==> src/photon_tt_defines.svh <==
// Purpose: constants of the photon time-tag record encoder
// Assumes: included by bare name
// Notes: definitions only
`ifndef PHOTON_TT_DEFINES_SVH
`define PHOTON_TT_DEFINES_SVH
`define REC_W 32
`define BYTE_W 8
`define LAST_BYTE 2'h3
`define TIME_W 54
`define TLO_W 24
`define HI_W 30
`define CH_W 5
`define TYPE_EVENT 2'h0
`define TYPE_HIGH 2'h1
`define TYPE_RSVD 2'h2
`define TYPE_DESC 2'h3
`define DESC_MID 3'h0
`define DESC_B25 1'h0
`define DESC_B24 1'h1
`define LOSS_BIT 29
`define CH_HI 28
`define CH_LO 24
`define UPPER_RST 30'h0
`define FIFO_DEPTH 16
`endif

==> src/photon_tt_pkg.sv <==
// Purpose: types of the photon time-tag record encoder
// Assumes: nothing
// Notes: states only
`default_nettype none
package photon_tt_pkg;
  typedef enum logic [1:0] {st_desc, st_run, st_high} st_t;
endpackage
`default_nettype wire

==> src/record_fifo.sv <==
// Purpose: record buffer between encoder and byte serialiser
// Assumes: one clock, enable freezes all state
// Notes: depth must be a power of two
`timescale 1ns/1ns
`default_nettype none
module record_fifo #(
  parameter int W = 32,
  parameter int DEPTH = 16
) (
  input wire logic i_clk_sys,
  input wire logic i_nrst,
  input wire logic i_ce,
  input wire logic i_wr_valid,
  output logic o_wr_ready,
  input wire logic [W-1:0] i_wr_data,
  output logic o_rd_valid,
  input wire logic i_rd_ready,
  output logic [W-1:0] o_rd_data
);
  localparam int AW = $clog2(DEPTH);
  logic [W-1:0] mem [DEPTH];
  logic [AW-1:0] wp_r;
  logic [AW-1:0] rp_r;
  logic [AW:0] cnt_r;
  logic wr_go;
  logic rd_go;

  assign o_wr_ready = (cnt_r != DEPTH[AW:0]);
  assign o_rd_valid = (cnt_r != '0);
  assign o_rd_data = mem[rp_r];
  assign wr_go = i_ce && i_wr_valid && o_wr_ready;
  assign rd_go = i_ce && o_rd_valid && i_rd_ready;

  always_ff @(posedge i_clk_sys) begin
    if (wr_go) begin
      mem[wp_r] <= i_wr_data;
    end
  end

  always_ff @(posedge i_clk_sys or negedge i_nrst) begin
    if (!i_nrst) begin
      wp_r <= '0;
      rp_r <= '0;
      cnt_r <= '0;
    end else begin
      if (wr_go) begin
        wp_r <= wp_r + 1'b1;
      end
      if (rd_go) begin
        rp_r <= rp_r + 1'b1;
      end
      if (wr_go && !rd_go) begin
        cnt_r <= cnt_r + 1'b1;
      end else if (rd_go && !wr_go) begin
        cnt_r <= cnt_r - 1'b1;
      end
    end
  end
endmodule // record_fifo
`default_nettype wire

==> src/photon_time_tag_record_encoder.sv <==
// Purpose: turn photon events into a byte stream of 32-bit time-tag records
// Assumes: event inputs synchronous to i_clk_sys, times already 54-bit absolute
// Notes: a 16-word record fifo decouples the encoder from the byte sink
`timescale 1ns/1ns
`default_nettype none
`include "photon_tt_defines.svh"

// What this block does
// [RQ1] 32-bit records, four bytes, low byte first
// [RQ2] descriptor record opens every stream
// [RQ3] descriptor bits 11000, raw, 0, 1
// [RQ4] raw flag one for unprocessed pass-through
// [RQ5] descriptor low 24 bits hold time unit
// [RQ6] events carry channel and 54-bit timestamp
// [RQ7] events normally carry only low 24 bits
// [RQ8] bits 31:30 give the record type
// [RQ9] event: loss bit, channel, low time
// [RQ10] channel numbers passed on as numbered upstream
// [RQ11] loss flag on first event after overflow
// [RQ12] high-time record on upper part change
// [RQ13] high-time record follows its event directly
// [RQ14] preprocessing reorders, never drops photons
// [RQ15] raw stream marks converter clock overflows
// [RQ16] no reserved type, descriptor only once
// [RQ17] reset clears upper, loss, restarts descriptor
module photon_time_tag_record_encoder
  import photon_tt_pkg::*;
#(
  parameter int FIFO_DEPTH = `FIFO_DEPTH
) (
  input wire logic i_clk_sys,
  input wire logic i_nrst,
  input wire logic i_ce,
  input wire logic i_raw_mode,
  input wire logic [`TLO_W-1:0] i_time_unit_fs,
  input wire logic i_ev_valid,
  output logic o_ev_ready,
  input wire logic [`CH_W-1:0] i_ev_channel,
  input wire logic [`TIME_W-1:0] i_ev_time,
  input wire logic i_ev_overflow,
  input wire logic i_clk_wrap,
  output logic o_byte_valid,
  input wire logic i_byte_ready,
  output logic [`BYTE_W-1:0] o_byte
);
  st_t st_r;
  logic raw_r;
  logic seen_r;
  logic [`HI_W-1:0] upper_r;
  logic loss_pend_r;
  logic wrap_pend_r;
  logic held_v_r;
  logic [`CH_W-1:0] held_ch_r;
  logic [`TIME_W-1:0] held_time_r;

  logic wr_v;
  logic [`REC_W-1:0] wr_data;
  logic fi_rdy;
  logic go;
  logic take;
  logic emit;
  logic mark;
  logic in_first;
  logic [`CH_W-1:0] ev_ch;
  logic [`TIME_W-1:0] ev_time;
  logic ev_fire;
  logic up_change;

  logic fo_v;
  logic fo_rdy;
  logic [`REC_W-1:0] fo_data;
  logic [`REC_W-1:0] word_r;
  logic [1:0] cnt_r;
  logic busy_r;

  assign go = i_ce && fi_rdy;
  assign o_ev_ready = go && (st_r == st_run) && !(raw_r && wrap_pend_r);
  assign take = i_ev_valid && o_ev_ready;
  assign in_first = i_ev_time < held_time_r;
  assign ev_fire = emit && go;
  assign up_change = (ev_time[`TIME_W-1:`TLO_W] != upper_r);

  // record selection; processed mode keeps one event back so a pair that
  // arrives out of order from separate converter fifos is swapped
  always_comb begin
    wr_v = 1'b0;
    wr_data = '0;
    emit = 1'b0;
    mark = 1'b0;
    ev_ch = i_ev_channel;
    ev_time = i_ev_time;
    case (st_r)
      st_desc: begin
        wr_v = 1'b1;
        wr_data = {`TYPE_DESC, `DESC_MID, i_raw_mode, `DESC_B25, `DESC_B24, // RQ3 RQ4
                   i_time_unit_fs}; // RQ5
      end
      st_high: begin
        wr_v = 1'b1;
        wr_data = {`TYPE_HIGH, upper_r}; // RQ8 RQ12
      end
      st_run: begin
        if (raw_r && wrap_pend_r) begin
          mark = 1'b1;
          wr_v = 1'b1;
          wr_data = {`TYPE_HIGH, upper_r}; // RQ15
        end else if (raw_r) begin
          emit = i_ev_valid;
        end else if (i_ev_valid && held_v_r) begin
          emit = 1'b1; // RQ14
          if (!in_first) begin
            ev_ch = held_ch_r;
            ev_time = held_time_r;
          end
        end else if (!i_ev_valid && held_v_r) begin
          emit = 1'b1; // RQ14
          ev_ch = held_ch_r;
          ev_time = held_time_r;
        end
        if (emit) begin
          wr_v = 1'b1;
          wr_data = {`TYPE_EVENT, loss_pend_r, ev_ch, // RQ9 RQ10 RQ11
                     ev_time[`TLO_W-1:0]}; // RQ7
        end
      end
      default: begin
        wr_v = 1'b0;
      end
    endcase
  end

  // stream sequencing: descriptor once, high-time right after its event
  always_ff @(posedge i_clk_sys or negedge i_nrst) begin
    if (!i_nrst) begin
      st_r <= st_desc; // RQ17
      raw_r <= 1'b0;
    end else if (go) begin
      case (st_r)
        st_desc: begin
          st_r <= st_run; // RQ2 RQ16
          raw_r <= i_raw_mode;
        end
        st_run: begin
          if (emit && up_change) begin
            st_r <= st_high; // RQ13
          end
        end
        st_high: begin
          st_r <= st_run;
        end
        default: begin
          st_r <= st_desc;
        end
      endcase
    end
  end

  // upper 30 bits of the 54-bit time as last announced downstream
  always_ff @(posedge i_clk_sys or negedge i_nrst) begin
    if (!i_nrst) begin
      upper_r <= `UPPER_RST; // RQ17
    end else if (ev_fire && up_change) begin
      upper_r <= ev_time[`TIME_W-1:`TLO_W]; // RQ6 RQ12
    end
  end

  // a new overflow beats the clear so no loss report is dropped
  always_ff @(posedge i_clk_sys or negedge i_nrst) begin
    if (!i_nrst) begin
      loss_pend_r <= 1'b0; // RQ17
    end else if (i_ce) begin
      if (i_ev_overflow) begin
        loss_pend_r <= 1'b1; // RQ11
      end else if (ev_fire) begin
        loss_pend_r <= 1'b0;
      end
    end
  end

  // converter clock wraps are only marked in the raw stream
  always_ff @(posedge i_clk_sys or negedge i_nrst) begin
    if (!i_nrst) begin
      wrap_pend_r <= 1'b0;
    end else if (i_ce) begin
      if (i_clk_wrap && raw_r) begin
        wrap_pend_r <= 1'b1; // RQ15
      end else if (mark && go) begin
        wrap_pend_r <= 1'b0;
      end
    end
  end

  // hold slot; limitation: only neighbours can be swapped
  always_ff @(posedge i_clk_sys or negedge i_nrst) begin
    if (!i_nrst) begin
      held_v_r <= 1'b0;
      held_ch_r <= '0;
      held_time_r <= '0;
    end else if (!raw_r && go && st_r == st_run) begin
      if (take && (!held_v_r || !in_first)) begin
        held_v_r <= 1'b1; // RQ14
        held_ch_r <= i_ev_channel;
        held_time_r <= i_ev_time;
      end else if (!take && held_v_r) begin
        held_v_r <= 1'b0;
      end
    end
  end

  always_ff @(posedge i_clk_sys or negedge i_nrst) begin
    if (!i_nrst) begin
      seen_r <= 1'b0;
    end else if (go && wr_v) begin
      seen_r <= 1'b1;
    end
  end

  record_fifo #(
    .W(`REC_W),
    .DEPTH(FIFO_DEPTH)
  ) u_fifo (
    .i_clk_sys(i_clk_sys),
    .i_nrst(i_nrst),
    .i_ce(i_ce),
    .i_wr_valid(wr_v),
    .o_wr_ready(fi_rdy),
    .i_wr_data(wr_data),
    .o_rd_valid(fo_v),
    .i_rd_ready(fo_rdy),
    .o_rd_data(fo_data)
  );

  // byte serialiser; next word loads on the last byte for full rate
  assign fo_rdy = !busy_r || (cnt_r == `LAST_BYTE && i_byte_ready);
  assign o_byte_valid = busy_r;
  assign o_byte = word_r[`BYTE_W-1:0];

  always_ff @(posedge i_clk_sys or negedge i_nrst) begin
    if (!i_nrst) begin
      word_r <= '0;
      cnt_r <= '0;
      busy_r <= 1'b0;
    end else if (i_ce) begin
      if (fo_v && fo_rdy) begin
        word_r <= fo_data;
        cnt_r <= '0;
        busy_r <= 1'b1;
      end else if (busy_r && i_byte_ready) begin
        word_r <= {{`BYTE_W{1'b0}}, word_r[`REC_W-1:`BYTE_W]}; // RQ1
        cnt_r <= cnt_r + 1'b1;
        if (cnt_r == `LAST_BYTE) begin
          busy_r <= 1'b0;
        end
      end
    end
  end
endmodule // photon_time_tag_record_encoder
`default_nettype wire

==> config.mk <==
export PLATFORM = sky130hd
export DESIGN_NAME = photon_time_tag_record_encoder
export DESIGN_NICKNAME = d
export VERILOG_FILES = /design/src/photon_tt_pkg.sv /design/src/record_fifo.sv /design/src/photon_time_tag_record_encoder.sv
export VERILOG_INCLUDE_DIRS = /design/src
export SDC_FILE = /design/constraint.sdc
export NUM_CORES = 1
export LEC_CHECK = 0
export ABC_AREA = 1
export BUFFER_PORTS_ARGS = -buffer_cell sky130_fd_sc_hd__buf_2
export CAP_MARGIN = 5
export CORE_UTILIZATION = 50
export DETAILED_ROUTE_END_ITERATION = 10
export GPL_ROUTABILITY_DRIVEN = 0
export PLACE_DENSITY_LB_ADDON = 0.15
export SKIP_CTS_REPAIR_TIMING = 1
export SLEW_MARGIN = 0
export SYNTH_ARGS = -nofsm -noshare
export SYNTH_HDL_FRONTEND = slang
export SYNTH_SLANG_ARGS = --single-unit
==> constraint.sdc <==
create_clock -name i_clk_sys -period 3.4 [get_ports i_clk_sys]
set_input_delay 0.51 -clock i_clk_sys [delete_from_list [all_inputs] [get_ports i_clk_sys]]
set_output_delay 0.51 -clock i_clk_sys [all_outputs]
set_load 0.01 [all_outputs]
Word-level counts from Yosys, hierarchy flattened
Memories as Yosys holds them, arrays and structs flattened.
Cells that the tools add are included.
{"block": "classes", "addsub": 5, "magnitude_cmp": 1, "n_eq_ne": 6, "muxes": 43, "n_reduce_logical": 53}
{"operator": "2-to-1 mux 54 bit", "n": 6}
{"operator": "2-to-1 mux 32 bit", "n": 3}
{"operator": "case mux 32 bit (3 select lines)", "n": 1}
{"operator": "less-than comparator 54 bit", "n": 1}
{"operator": "2-to-1 mux 5 bit", "n": 7}
{"operator": "2-to-1 mux 31 bit", "n": 1}
{"operator": "!= test 30 bit", "n": 1}
{"operator": "logical AND 1 bit", "n": 25}
{"operator": "2-to-1 mux 1 bit", "n": 20}
{"operator": "AND reduction 2 bit", "n": 7}
{"operator": "nonzero test 2 bit", "n": 6}
{"operator": "logical NOT 1 bit", "n": 9}
{"operator": "adder 4 x 1 -> 4 bit, second input constant", "n": 2}
{"operator": "2-to-1 mux 2 bit", "n": 3}
{"operator": "adder 5 x 1 -> 5 bit, second input constant", "n": 1}
{"operator": "!= test 5 bit, second input constant", "n": 1}
{"operator": "nonzero test 5 bit", "n": 1}
{"operator": "subtractor 5 x 1 -> 5 bit, second input constant", "n": 1}
{"operator": "equality test 2 bit, second input constant", "n": 2}
{"operator": "case mux 2 bit (2 select lines)", "n": 1}
{"operator": "AND reduction 3 bit", "n": 1}
{"operator": "adder 2 x 1 -> 2 bit, second input constant", "n": 1}
{"operator": "equality test 2 x 1 -> 1 bit, second input constant", "n": 1}
{"operator": "logical NOT 2 bit", "n": 1}
{"operator": "other kinds (4)", "n": 5}
{"block": "word_totals", "ff_bits": 143, "ramBits": 512, "inputBits": 91, "output_inout_bits": 10, "mem_count": 1}
{"memory": "u_fifo.mem", "depth": 16, "word_bits": 32, "rd": 1, "rd_ports_with_merged_regs": 0, "wr": 1, "line": "record_fifo.sv:21", "rtl": "logic [W-1:0] mem [DEPTH];"}

Logic depth before layout (Yosys ltp)
Gate-level depths: netlist (run 1).
{"block": "depth", "ltp_word": 15, "mapped_depth": 29}

Modules after synthesis
Synthesis (run 1) repeated with hierarchy kept, for this count alone.
{"block": "unflattened", "hier_cells": 3676, "hier_area_um2": 32917.8}
{"mod": "record_fifo", "n_inst": 1, "cells_each": 2184, "area_per_inst_um2": 22900.7, "seq_area_each_um2": 15700.1}
{"mod": "photon_time_tag_record_encoder", "n_inst": 1, "cells_each": 1492, "area_per_inst_um2": 10017.1, "seq_area_each_um2": 3253.1}

Worst setup path before layout (run 1)
No wires, ideal clock.
{"block": "synth_timing", "path_kind": "input -> register", "start": "input port i_ev_time[45]", "end": "memory u_fifo.mem[0][24] (data pin)", "setup_time_ns": 0.330, "arrival_ns": 3.072, "setup_slack_ns": -0.002, "stages": 15, "n_path_buf": 3, "path_cell_list": "ha_1 nand2_1 nor2_1 nand4_1 nor2_1 and2b_1 nand2_1 nand3_2 buf_2 buf_2 clkbuf_1 a21oi_1 o21ai_0 a21oi_1 o21ai_0"}
{"block": "synth_via", "elab_chain_cells": 7}
{"item": "start, declared", "line": "photon_time_tag_record_encoder.sv:39", "rtl": "input wire logic [`TIME_W-1:0] i_ev_time,"}
{"item": "less-than comparator 54 bit", "line": "photon_time_tag_record_encoder.sv:79", "rtl": "assign in_first = i_ev_time < held_time_r;"}
{"item": "2-to-1 mux 5 bit", "line": "photon_time_tag_record_encoder.sv:111", "rtl": "if (!in_first) begin"}
{"item": "2-to-1 mux 5 bit", "line": "photon_time_tag_record_encoder.sv:109", "rtl": "end else if (i_ev_valid && held_v_r) begin"}
{"item": "2-to-1 mux 5 bit", "line": "photon_time_tag_record_encoder.sv:107", "rtl": "end else if (raw_r) begin"}
{"item": "2-to-1 mux 5 bit", "line": "photon_time_tag_record_encoder.sv:103", "rtl": "if (raw_r && wrap_pend_r) begin"}
{"item": "2-to-1 mux 32 bit", "line": "photon_time_tag_record_encoder.sv:120", "rtl": "if (emit) begin"}
{"item": "case mux 32 bit (3 select lines)", "line": "photon_time_tag_record_encoder.sv:92", "rtl": "case (st_r)"}
{"item": "via u_fifo.i_wr_data[24]", "line": "record_fifo.sv:15", "rtl": "input wire logic [W-1:0] i_wr_data,"}
{"item": "end, declared", "line": "record_fifo.sv:21"}
The timed path passes the listed nets, and every way through them passes these cells.

Final worst setup path (run 1)
{"block": "layout_timing", "start": "register held_time_r[43]", "end": "register upper_r[12]"}
{"block": "layout_via", "elab_chain_cells": 8}
{"item": "start, declared", "line": "photon_time_tag_record_encoder.sv:54", "rtl": "logic [`TIME_W-1:0] held_time_r;"}
{"item": "start signal, assigned", "line": "photon_time_tag_record_encoder.sv:203", "rtl": "held_time_r <= i_ev_time;"}
{"item": "less-than comparator 54 bit", "line": "photon_time_tag_record_encoder.sv:79"}
{"item": "2-to-1 mux 54 bit", "line": "photon_time_tag_record_encoder.sv:111"}
{"item": "2-to-1 mux 54 bit *", "line": "photon_time_tag_record_encoder.sv:109"}
{"item": "2-to-1 mux 54 bit *", "line": "photon_time_tag_record_encoder.sv:107"}
{"item": "2-to-1 mux 54 bit *", "line": "photon_time_tag_record_encoder.sv:103"}
{"item": "2-to-1 mux 54 bit *", "line": "photon_time_tag_record_encoder.sv:92"}
{"item": "!= test 30 bit", "line": "photon_time_tag_record_encoder.sv:81", "rtl": "assign up_change = (ev_time[`TIME_W-1:`TLO_W] != upper_r);"}
{"item": "logical AND 1 bit", "line": "photon_time_tag_record_encoder.sv:162", "rtl": "end else if (ev_fire && up_change) begin"}
{"item": "end signal, assigned", "line": "photon_time_tag_record_encoder.sv:161", "rtl": "upper_r <= `UPPER_RST;"}
{"item": "end signal, assigned", "line": "photon_time_tag_record_encoder.sv:163", "rtl": "upper_r <= ev_time[`TIME_W-1:`TLO_W];"}
{"item": "end, declared", "line": "photon_time_tag_record_encoder.sv:49", "rtl": "logic [`HI_W-1:0] upper_r;"}
Every way passes the cells marked *; elsewhere a longest branch is shown, timed or not.
A chain may end at the register's enable or synchronous reset.

==> metrics, run 1 <==
largest net degree at the start of global routing 95; Peak Freq 295 MHz; syn_nets 3,215; sequential share of the synthesized area between 60 and 70%; worst r2r src held_time_r[43]$_DFFE_PN0P_; Synth Instances 3,060; crit share post-route 99.7%; drt total wl 92,100 microns; post-layout util 60.8%; Die Span X 249 microns; CTS Root Buffer Type clkbuf_16; commonest non-fill, non-tap cell in the layout edfxtp_1; synthesized cell area 30,400 sq um; clk sinks about 660; Max Root-Sink Buffers 3; drt first-iter violations 2,467; Layout Area Growth over Synthesis 20.5%; placed insts between 3,000 and 4,000; synth unique cells around 40; Post-DRT Antenna Nets 0; Synth area leaders edfxtp_1, dfrtp_1, o21ai_0; RSZ-0062 raised after global routing true; DRC violations left 0; post-layout min period around 3.4 ns; first-pass GRT wire length 136,000 microns; synthesized area per cell 9.94 sq um; clock-pin slew on the worst setup and hold paths 0.07 ns; Worst Hold Launch i_ev_overflow; status finished clean; # setup viols final 0; Maximum Capacitance Violations 0; Setup crit start kind register; clock insertion delay at the later pin of the skew report 0.62 ns; IO Pins 101; via count 24,429; starting density of the core 50.5%; worst vdd ir about 0.46 mV; Post-Layout Cell Count 4,131; Worst Hold Path Cells 3; r2r endpoint upper_r[12]$_DFFE_PN0P_; WP data arrival 3.91 ns; setup slack, reg-to-reg 0.01 ns; Post-DP HPWL 55,100 microns; CP endpoint kind register; Seq cells post-synth about 660; Worst Hold Class primary input to register; LEAKAGE 14.4 nW; WP data required 3.92 ns; GR Util All Layers between 20 and 30%; Inserted Clock Buffers 70; vias in the first global route between 20,000 and 25,000; CP max FO 8; CTS tree built; drt wl/cell 22.3 microns; worst slew pin tran 1.26 ns; cells on worst reg2reg path 27; Rows 90; Synth Warn # 0; Die Footprint 61,800 sq um; Crit Path Class register to register; initial antenna violation count 0; most frequent cells in the layout edfxtp_1, o21ai_0, nor2_1; DRT Pass-1 Iters 5; die height between 200 and 250 microns; CORE AREA between 60,000 and 70,000 sq um; Worst slew margin 16.0%; share of the synthesized area in the top cell type 50.5%; Nets approximately 3,500; Power Density 998 nW/um^2; PortBufs 100; share of post-route cells with drive strength above 1 18.4%; fin. max-slew vios 0; Setup Skew 0.0337 ns; Final Hold Viols 0; Min-Delay Endpoint loss_pend_r$_DFFE_PN0P_; vias per cell a little under 6; H-tree depth 3; Yosys top cell by area edfxtp_1; gr ovfl total 0
[synth_stat cells (all sizes together)]
cell	number
edfxtp	512
o21ai	489
nand2	449
nor2	439
a21oi	210
inv	196
clkbuf	157
o22ai	145
dfrtp	143
nand3	129
ha	63
buf	41
o221ai	35
o211ai	8
xor2	7
o32ai	6
a221oi	5
a21o	4
nand4	4
clkinv	3
nor3	3
a31oi	2
a211oi	1
a22o	1
and2b	1
fa	1
nand3b	1
nor4	1
o21a	1
o21bai	1
or2	1
xnor2	1
[sequential cells by signal (all words and copies together), names as in the netlist]
name,flops
u_fifo.wp_r,4
held_time_r,54
st_r,2
upper_r,30
u_fifo.cnt_r,5
u_fifo.mem,512
word_r,32
cnt_r,2
held_ch_r,5
wrap_pend_r,1
loss_pend_r,1
o_byte_valid,1
u_fifo.rp_r,4
held_v_r,1
raw_r,1
[worst max path at each step]
stage | start | end | slack (ns) | depth (start not counted)
final | held_time_r[43]$_DFFE_PN0P_ | upper_r[12]$_DFFE_PN0P_ | 0.01 | 27
after global routing | held_time_r[43]$_DFFE_PN0P_ | upper_r[21]$_DFFE_PN0P_ | -0.12 | 26
after CTS | held_time_r[5]$_DFFE_PN0P_ | u_fifo.mem[3][5]$_DFFE_PP_ | -0.19 | 20
after detailed placement | i_ev_time[5] | u_fifo.mem[11][5]$_DFFE_PP_ | -0.41 | 20
after global placement | i_ev_time[21] | u_fifo.mem[10][6]$_DFFE_PP_ | -0.31 | 20
after floorplan | i_ev_time[45] | u_fifo.mem[0][28]$_DFFE_PP_ | 0.01 | 14
[logic make-up after synthesis]
kind of cell | after synthesis | share of synthesized area (%)
DFF | 655 | 62.3
buffers and inverters | 397 | 5.16
and+or+nand+nor | 1028 | 13.4
adders and majority gates | 64 | 2.66
xor gates and xnor gates | 8 | 0.230
AOI/OAI and AO/OA | 908 | 16.2
[power by group]
part	leakage, nW	total (W)	internal [W]	switching (W)
Combinational	6.91	0.0162	0.00546	0.0108
Clock	1.14	0.00795	0.00480	0.00315
Sequential	6.33	0.0124	0.0116	0.000803
Total	14.4	0.0366	0.0218	0.0147
[layout make-up]
| type | instances | area, sq um |
|---|---|---|
| clock inverter | 37 | 495 |
| sequential | 655 | 19000 |
| inverter | 199 | 757 |
| antenna | 1 | 2.50 |
| multi-input combinational | 2008 | 10500 |
| timing repair buffer | 364 | 3100 |
| fill | 4862 | 23600 |
| clock buffer | 85 | 1860 |
| tap | 782 | 978 |
[layer usage]
layer / vias up / part of all wire [%] / global-route usage [%]
li1: 11252 / - / -
met3: 166 / 7.4 / 3.44
met4: 0 / 3.6 / 11.4
met5: - / 0 / 0
met2: 1083 / 49 / 48.9
met1: 11928 / 40 / 38.0
[worst max-delay path, stage by stage, from the launching register on]
cell and delay, ns:
dfrtp_1 0.37, inv_2 0.05, ha_1 0.30, nand2_2 0.09
nor2_4 0.03, nand4_1 0.17, nor2_4 0.07, and2b_2 0.22
nand2_4 0.11, nand3_4 0.10, buf_4 0.16, clkbuf_16 0.15
nand2_1 0.07, nand3_2 0.06, nand2_2 0.10, nand2_2 0.08
nand2_1 0.06, nand2_1 0.05, inv_1 0.05, nand2_1 0.05
nor2_2 0.13, nand2_1 0.08, nor2_2 0.12, nand2_2 0.12
nand2_8 0.14, buf_12 0.14, nor2_1 0.04, a21oi_1 0.15
[metrics by stage]
step	TNS [ns]	total power, W	hold WS, ns	setup slack [ns]	area (sq um)
after floorplan	0	0.0212	0.214	0.0108	30400
after global placement	-92.91	0.0269	0.458	-0.310	33400
after detailed placement	-128.64	0.0274	0.466	-0.411	33400
after CTS	-27.51	0.0354	-0.150	-0.195	35700
after global routing	-8.16	0.0385	0.182	-0.116	36700
final	0	0.0366	0.159	0.0112	36700
Power figures use the tool's default switching activity.
==> run 2: changes to the inputs <==
Settings changed: CORE_UTILIZATION 50 to 54.
==> run 2 against run 1 <==
Clock skew barely moved; via count is 0.96% higher; combinational power about the same; sequential share of layout area is 0.13 points higher; die area is 7.3% lower; the run now ends with negative setup slack left; clock power down 7.0%; wire length decreased by 0.98%; first-iteration DRC count is 16% higher; total power shrank 1.6%; hold slack improved by 0.036 ns; maximum frequency decreased by 0.48%.
==> metrics, run 2 (synthesized netlist as in run 1, its figures left out) <==
most frequent cells in the layout edfxtp_1, o21ai_0, nand2_1; fin. max-slew vios 0 (unchanged); Max Root-Sink Buffers 3 (unchanged); vias per cell 6.03 (+2.0%); DP Worst Slack -0.533 ns (-0.121 ns); DRT Pass-1 Iters 6 (+1); Inserted Clock Buffers 69 (-1.4%); Storage cell area 19,000 sq um (unchanged); IO Pins 101 (unchanged); RSZ-0062 raised after global routing true; footprint of the multi-input gates 10,700 sq um (+1.9%); LEAKAGE 14.3 nW (-0.68%); Largest register FFs 512 (unchanged); initial antenna violation count 1 (+1); clock insertion delay at the later pin of the skew report 0.61 ns (about the same); fin worst setup slack -0.00530 ns (-0.0164 ns); worst slew pin tran 1.35 ns (+0.0868 ns); failing checks negative setup slack; PortBufs 100 (unchanged); Peak Freq 294 MHz (-0.48%); Post-DRT Antenna Nets 0 (unchanged); Ant. Diodes 0 (-1); vias in the first global route 22,589 (-1.5%); CP endpoint kind register; Power Density 985 nW/um^2 (-1.4%); # setup viols final 16 (+16); Worst Hold Class primary input to register; clock-pin slew on the worst setup and hold paths 0.06 ns (about the same); Rows 86 (-4.4%); total negative setup slack -0.0705 ns (-0.0705 ns); Crit Path Class register to register; WP data required 3.74 ns (-0.18 ns); Maximum Capacitance Violations 0 (unchanged); Nets 3,442 (-0.32%); first-pass GRT wire length 134,000 microns (-1.6%); via count 24,664 (+0.96%); largest net degree at the start of global routing 136 (+43%); number of fillers in the final layout 4,265 (-12%); drt first-iter violations 2,853 (+16%); Setup Skew 0.0334 ns (-0.000347 ns); WP data arrival 3.74 ns (-0.17 ns); Final Hold Viols 0 (unchanged); CTS Root Buffer Type clkbuf_16; Post-DP HPWL 54,800 microns (-0.47%); clk sinks 655 (unchanged); CP max FO 16 (+8); Die Footprint 57,300 sq um (-7.3%); most flop-heavy register u_fifo.mem; drt wl/cell 22.3 microns (about the same); gr ovfl total 0 (unchanged); worst vdd ir 0.471 mV (+2.7%); status finished with violations; share of post-route cells with drive strength above 1 18.3% (-0.087 points); Total Power 0.0360 W (-1.6%); Worst slew margin 9.59% (-6.4 points); Die Span X 239 microns (-3.7%); die height 239 microns (-3.7%); starting density of the core 54.9% (+4.4 points); CTS tree built; drt total wl 91,200 microns (-0.98%); GR Util All Layers 31.1% (+2.3 points); Setup crit start kind register; H-tree depth 3 (unchanged); post-layout min period 3.41 ns (+0.0164 ns); crit share post-route 100% (+0.48 points); Largest regs u_fifo.mem: 512 flops, held_time_r: 54 flops, word_r: 32 flops; CORE AREA 55,400 sq um (-8.0%); DRC violations left 0 (unchanged); Layout Area Growth over Synthesis 20.2%; commonest non-fill, non-tap cell in the layout edfxtp_1
==> run 2: critical path: stages, from the launching register on <==
cell,delay [ns]
dfrtp_1,0.39
inv_1,0.09
ha_1,0.25
a21o_1,0.17
nor2_1,0.09
nand2_1,0.07
nand2_2,0.08
nand3_4,0.13
nand2_4,0.12
nand3_4,0.13
buf_12,0.18
buf_12,0.13
buf_4,0.14
a21oi_1,0.13
o21ai_0,0.13
nand3_1,0.13
a21oi_1,0.09
buf_4,0.20
a21oi_1,0.12
o221ai_1,0.15
buf_6,0.20
==> run 2: layout make-up <==
type / count / area share (%)
Tap cell: 748 / 2.56
Inverter: 199 / 2.06
Clock inverter: 29 / 0.698
Clock buffer: 97 / 5.35
Multi-Input combinational cell: 2009 / 29.3
Timing Repair Buffer: 353 / 8.19
Sequential cell: 655 / 51.9
==> run 2: metal layers <==
metal	global-route usage [%]	share of wire, %	up-vias
met5	0	0	-
met4	15.3	4.8	0
met3	3.87	8.3	223
met2	50.6	48	1269
met1	41.5	39	11934
li1	-	-	11238
==> run 2: where the power goes <==
part           total, W  internal [W]  leakage (nW)  switching (W)
Sequential       0.0124        0.0116          6.33       0.000767
Combinational    0.0163       0.00544          6.88         0.0108
Clock           0.00739       0.00427          1.07        0.00312
Total            0.0360        0.0213          14.3         0.0147
==> run 2: worst paths after layout <==
| check | slack [ns] | endpoint | cells past startpoint | start |
|---|---|---|---|---|
| max in group asynchronous | 1.89 | u_fifo.wp_r[2]$_DFFE_PN0P_ | 3 | i_nrst |
| min in group asynchronous | 0.50 | held_time_r[38]$_DFFE_PN0P_ | 2 | i_nrst |
| min | 0.20 | loss_pend_r$_DFFE_PN0P_ | 3 | i_ev_overflow |
| max reg2reg | -0.005 | u_fifo.mem[3][19]$_DFFE_PP_ | 20 | held_time_r[13]$_DFFE_PN0P_ |
| max | -0.005 | u_fifo.mem[3][19]$_DFFE_PP_ | 20 | held_time_r[13]$_DFFE_PN0P_ |
| min reg2reg | 0.48 | word_r[0]$_DFFE_PN0P_ | 2 | word_r[0]$_DFFE_PN0P_ |
==> run 2: metrics by stage <==
stage	utilization (%)	hold WS (ns)	cell area, sq um	std cells
finish	66.0	0.195	36600	4090
global route	66.0	0.184	36600	4090
CTS	63.8	-0.0283	35400	4042
detailed placement	59.8	0.462	33100	3916
global placement	59.8	0.459	33100	3916
floorplan	-	0.214	30400	3060
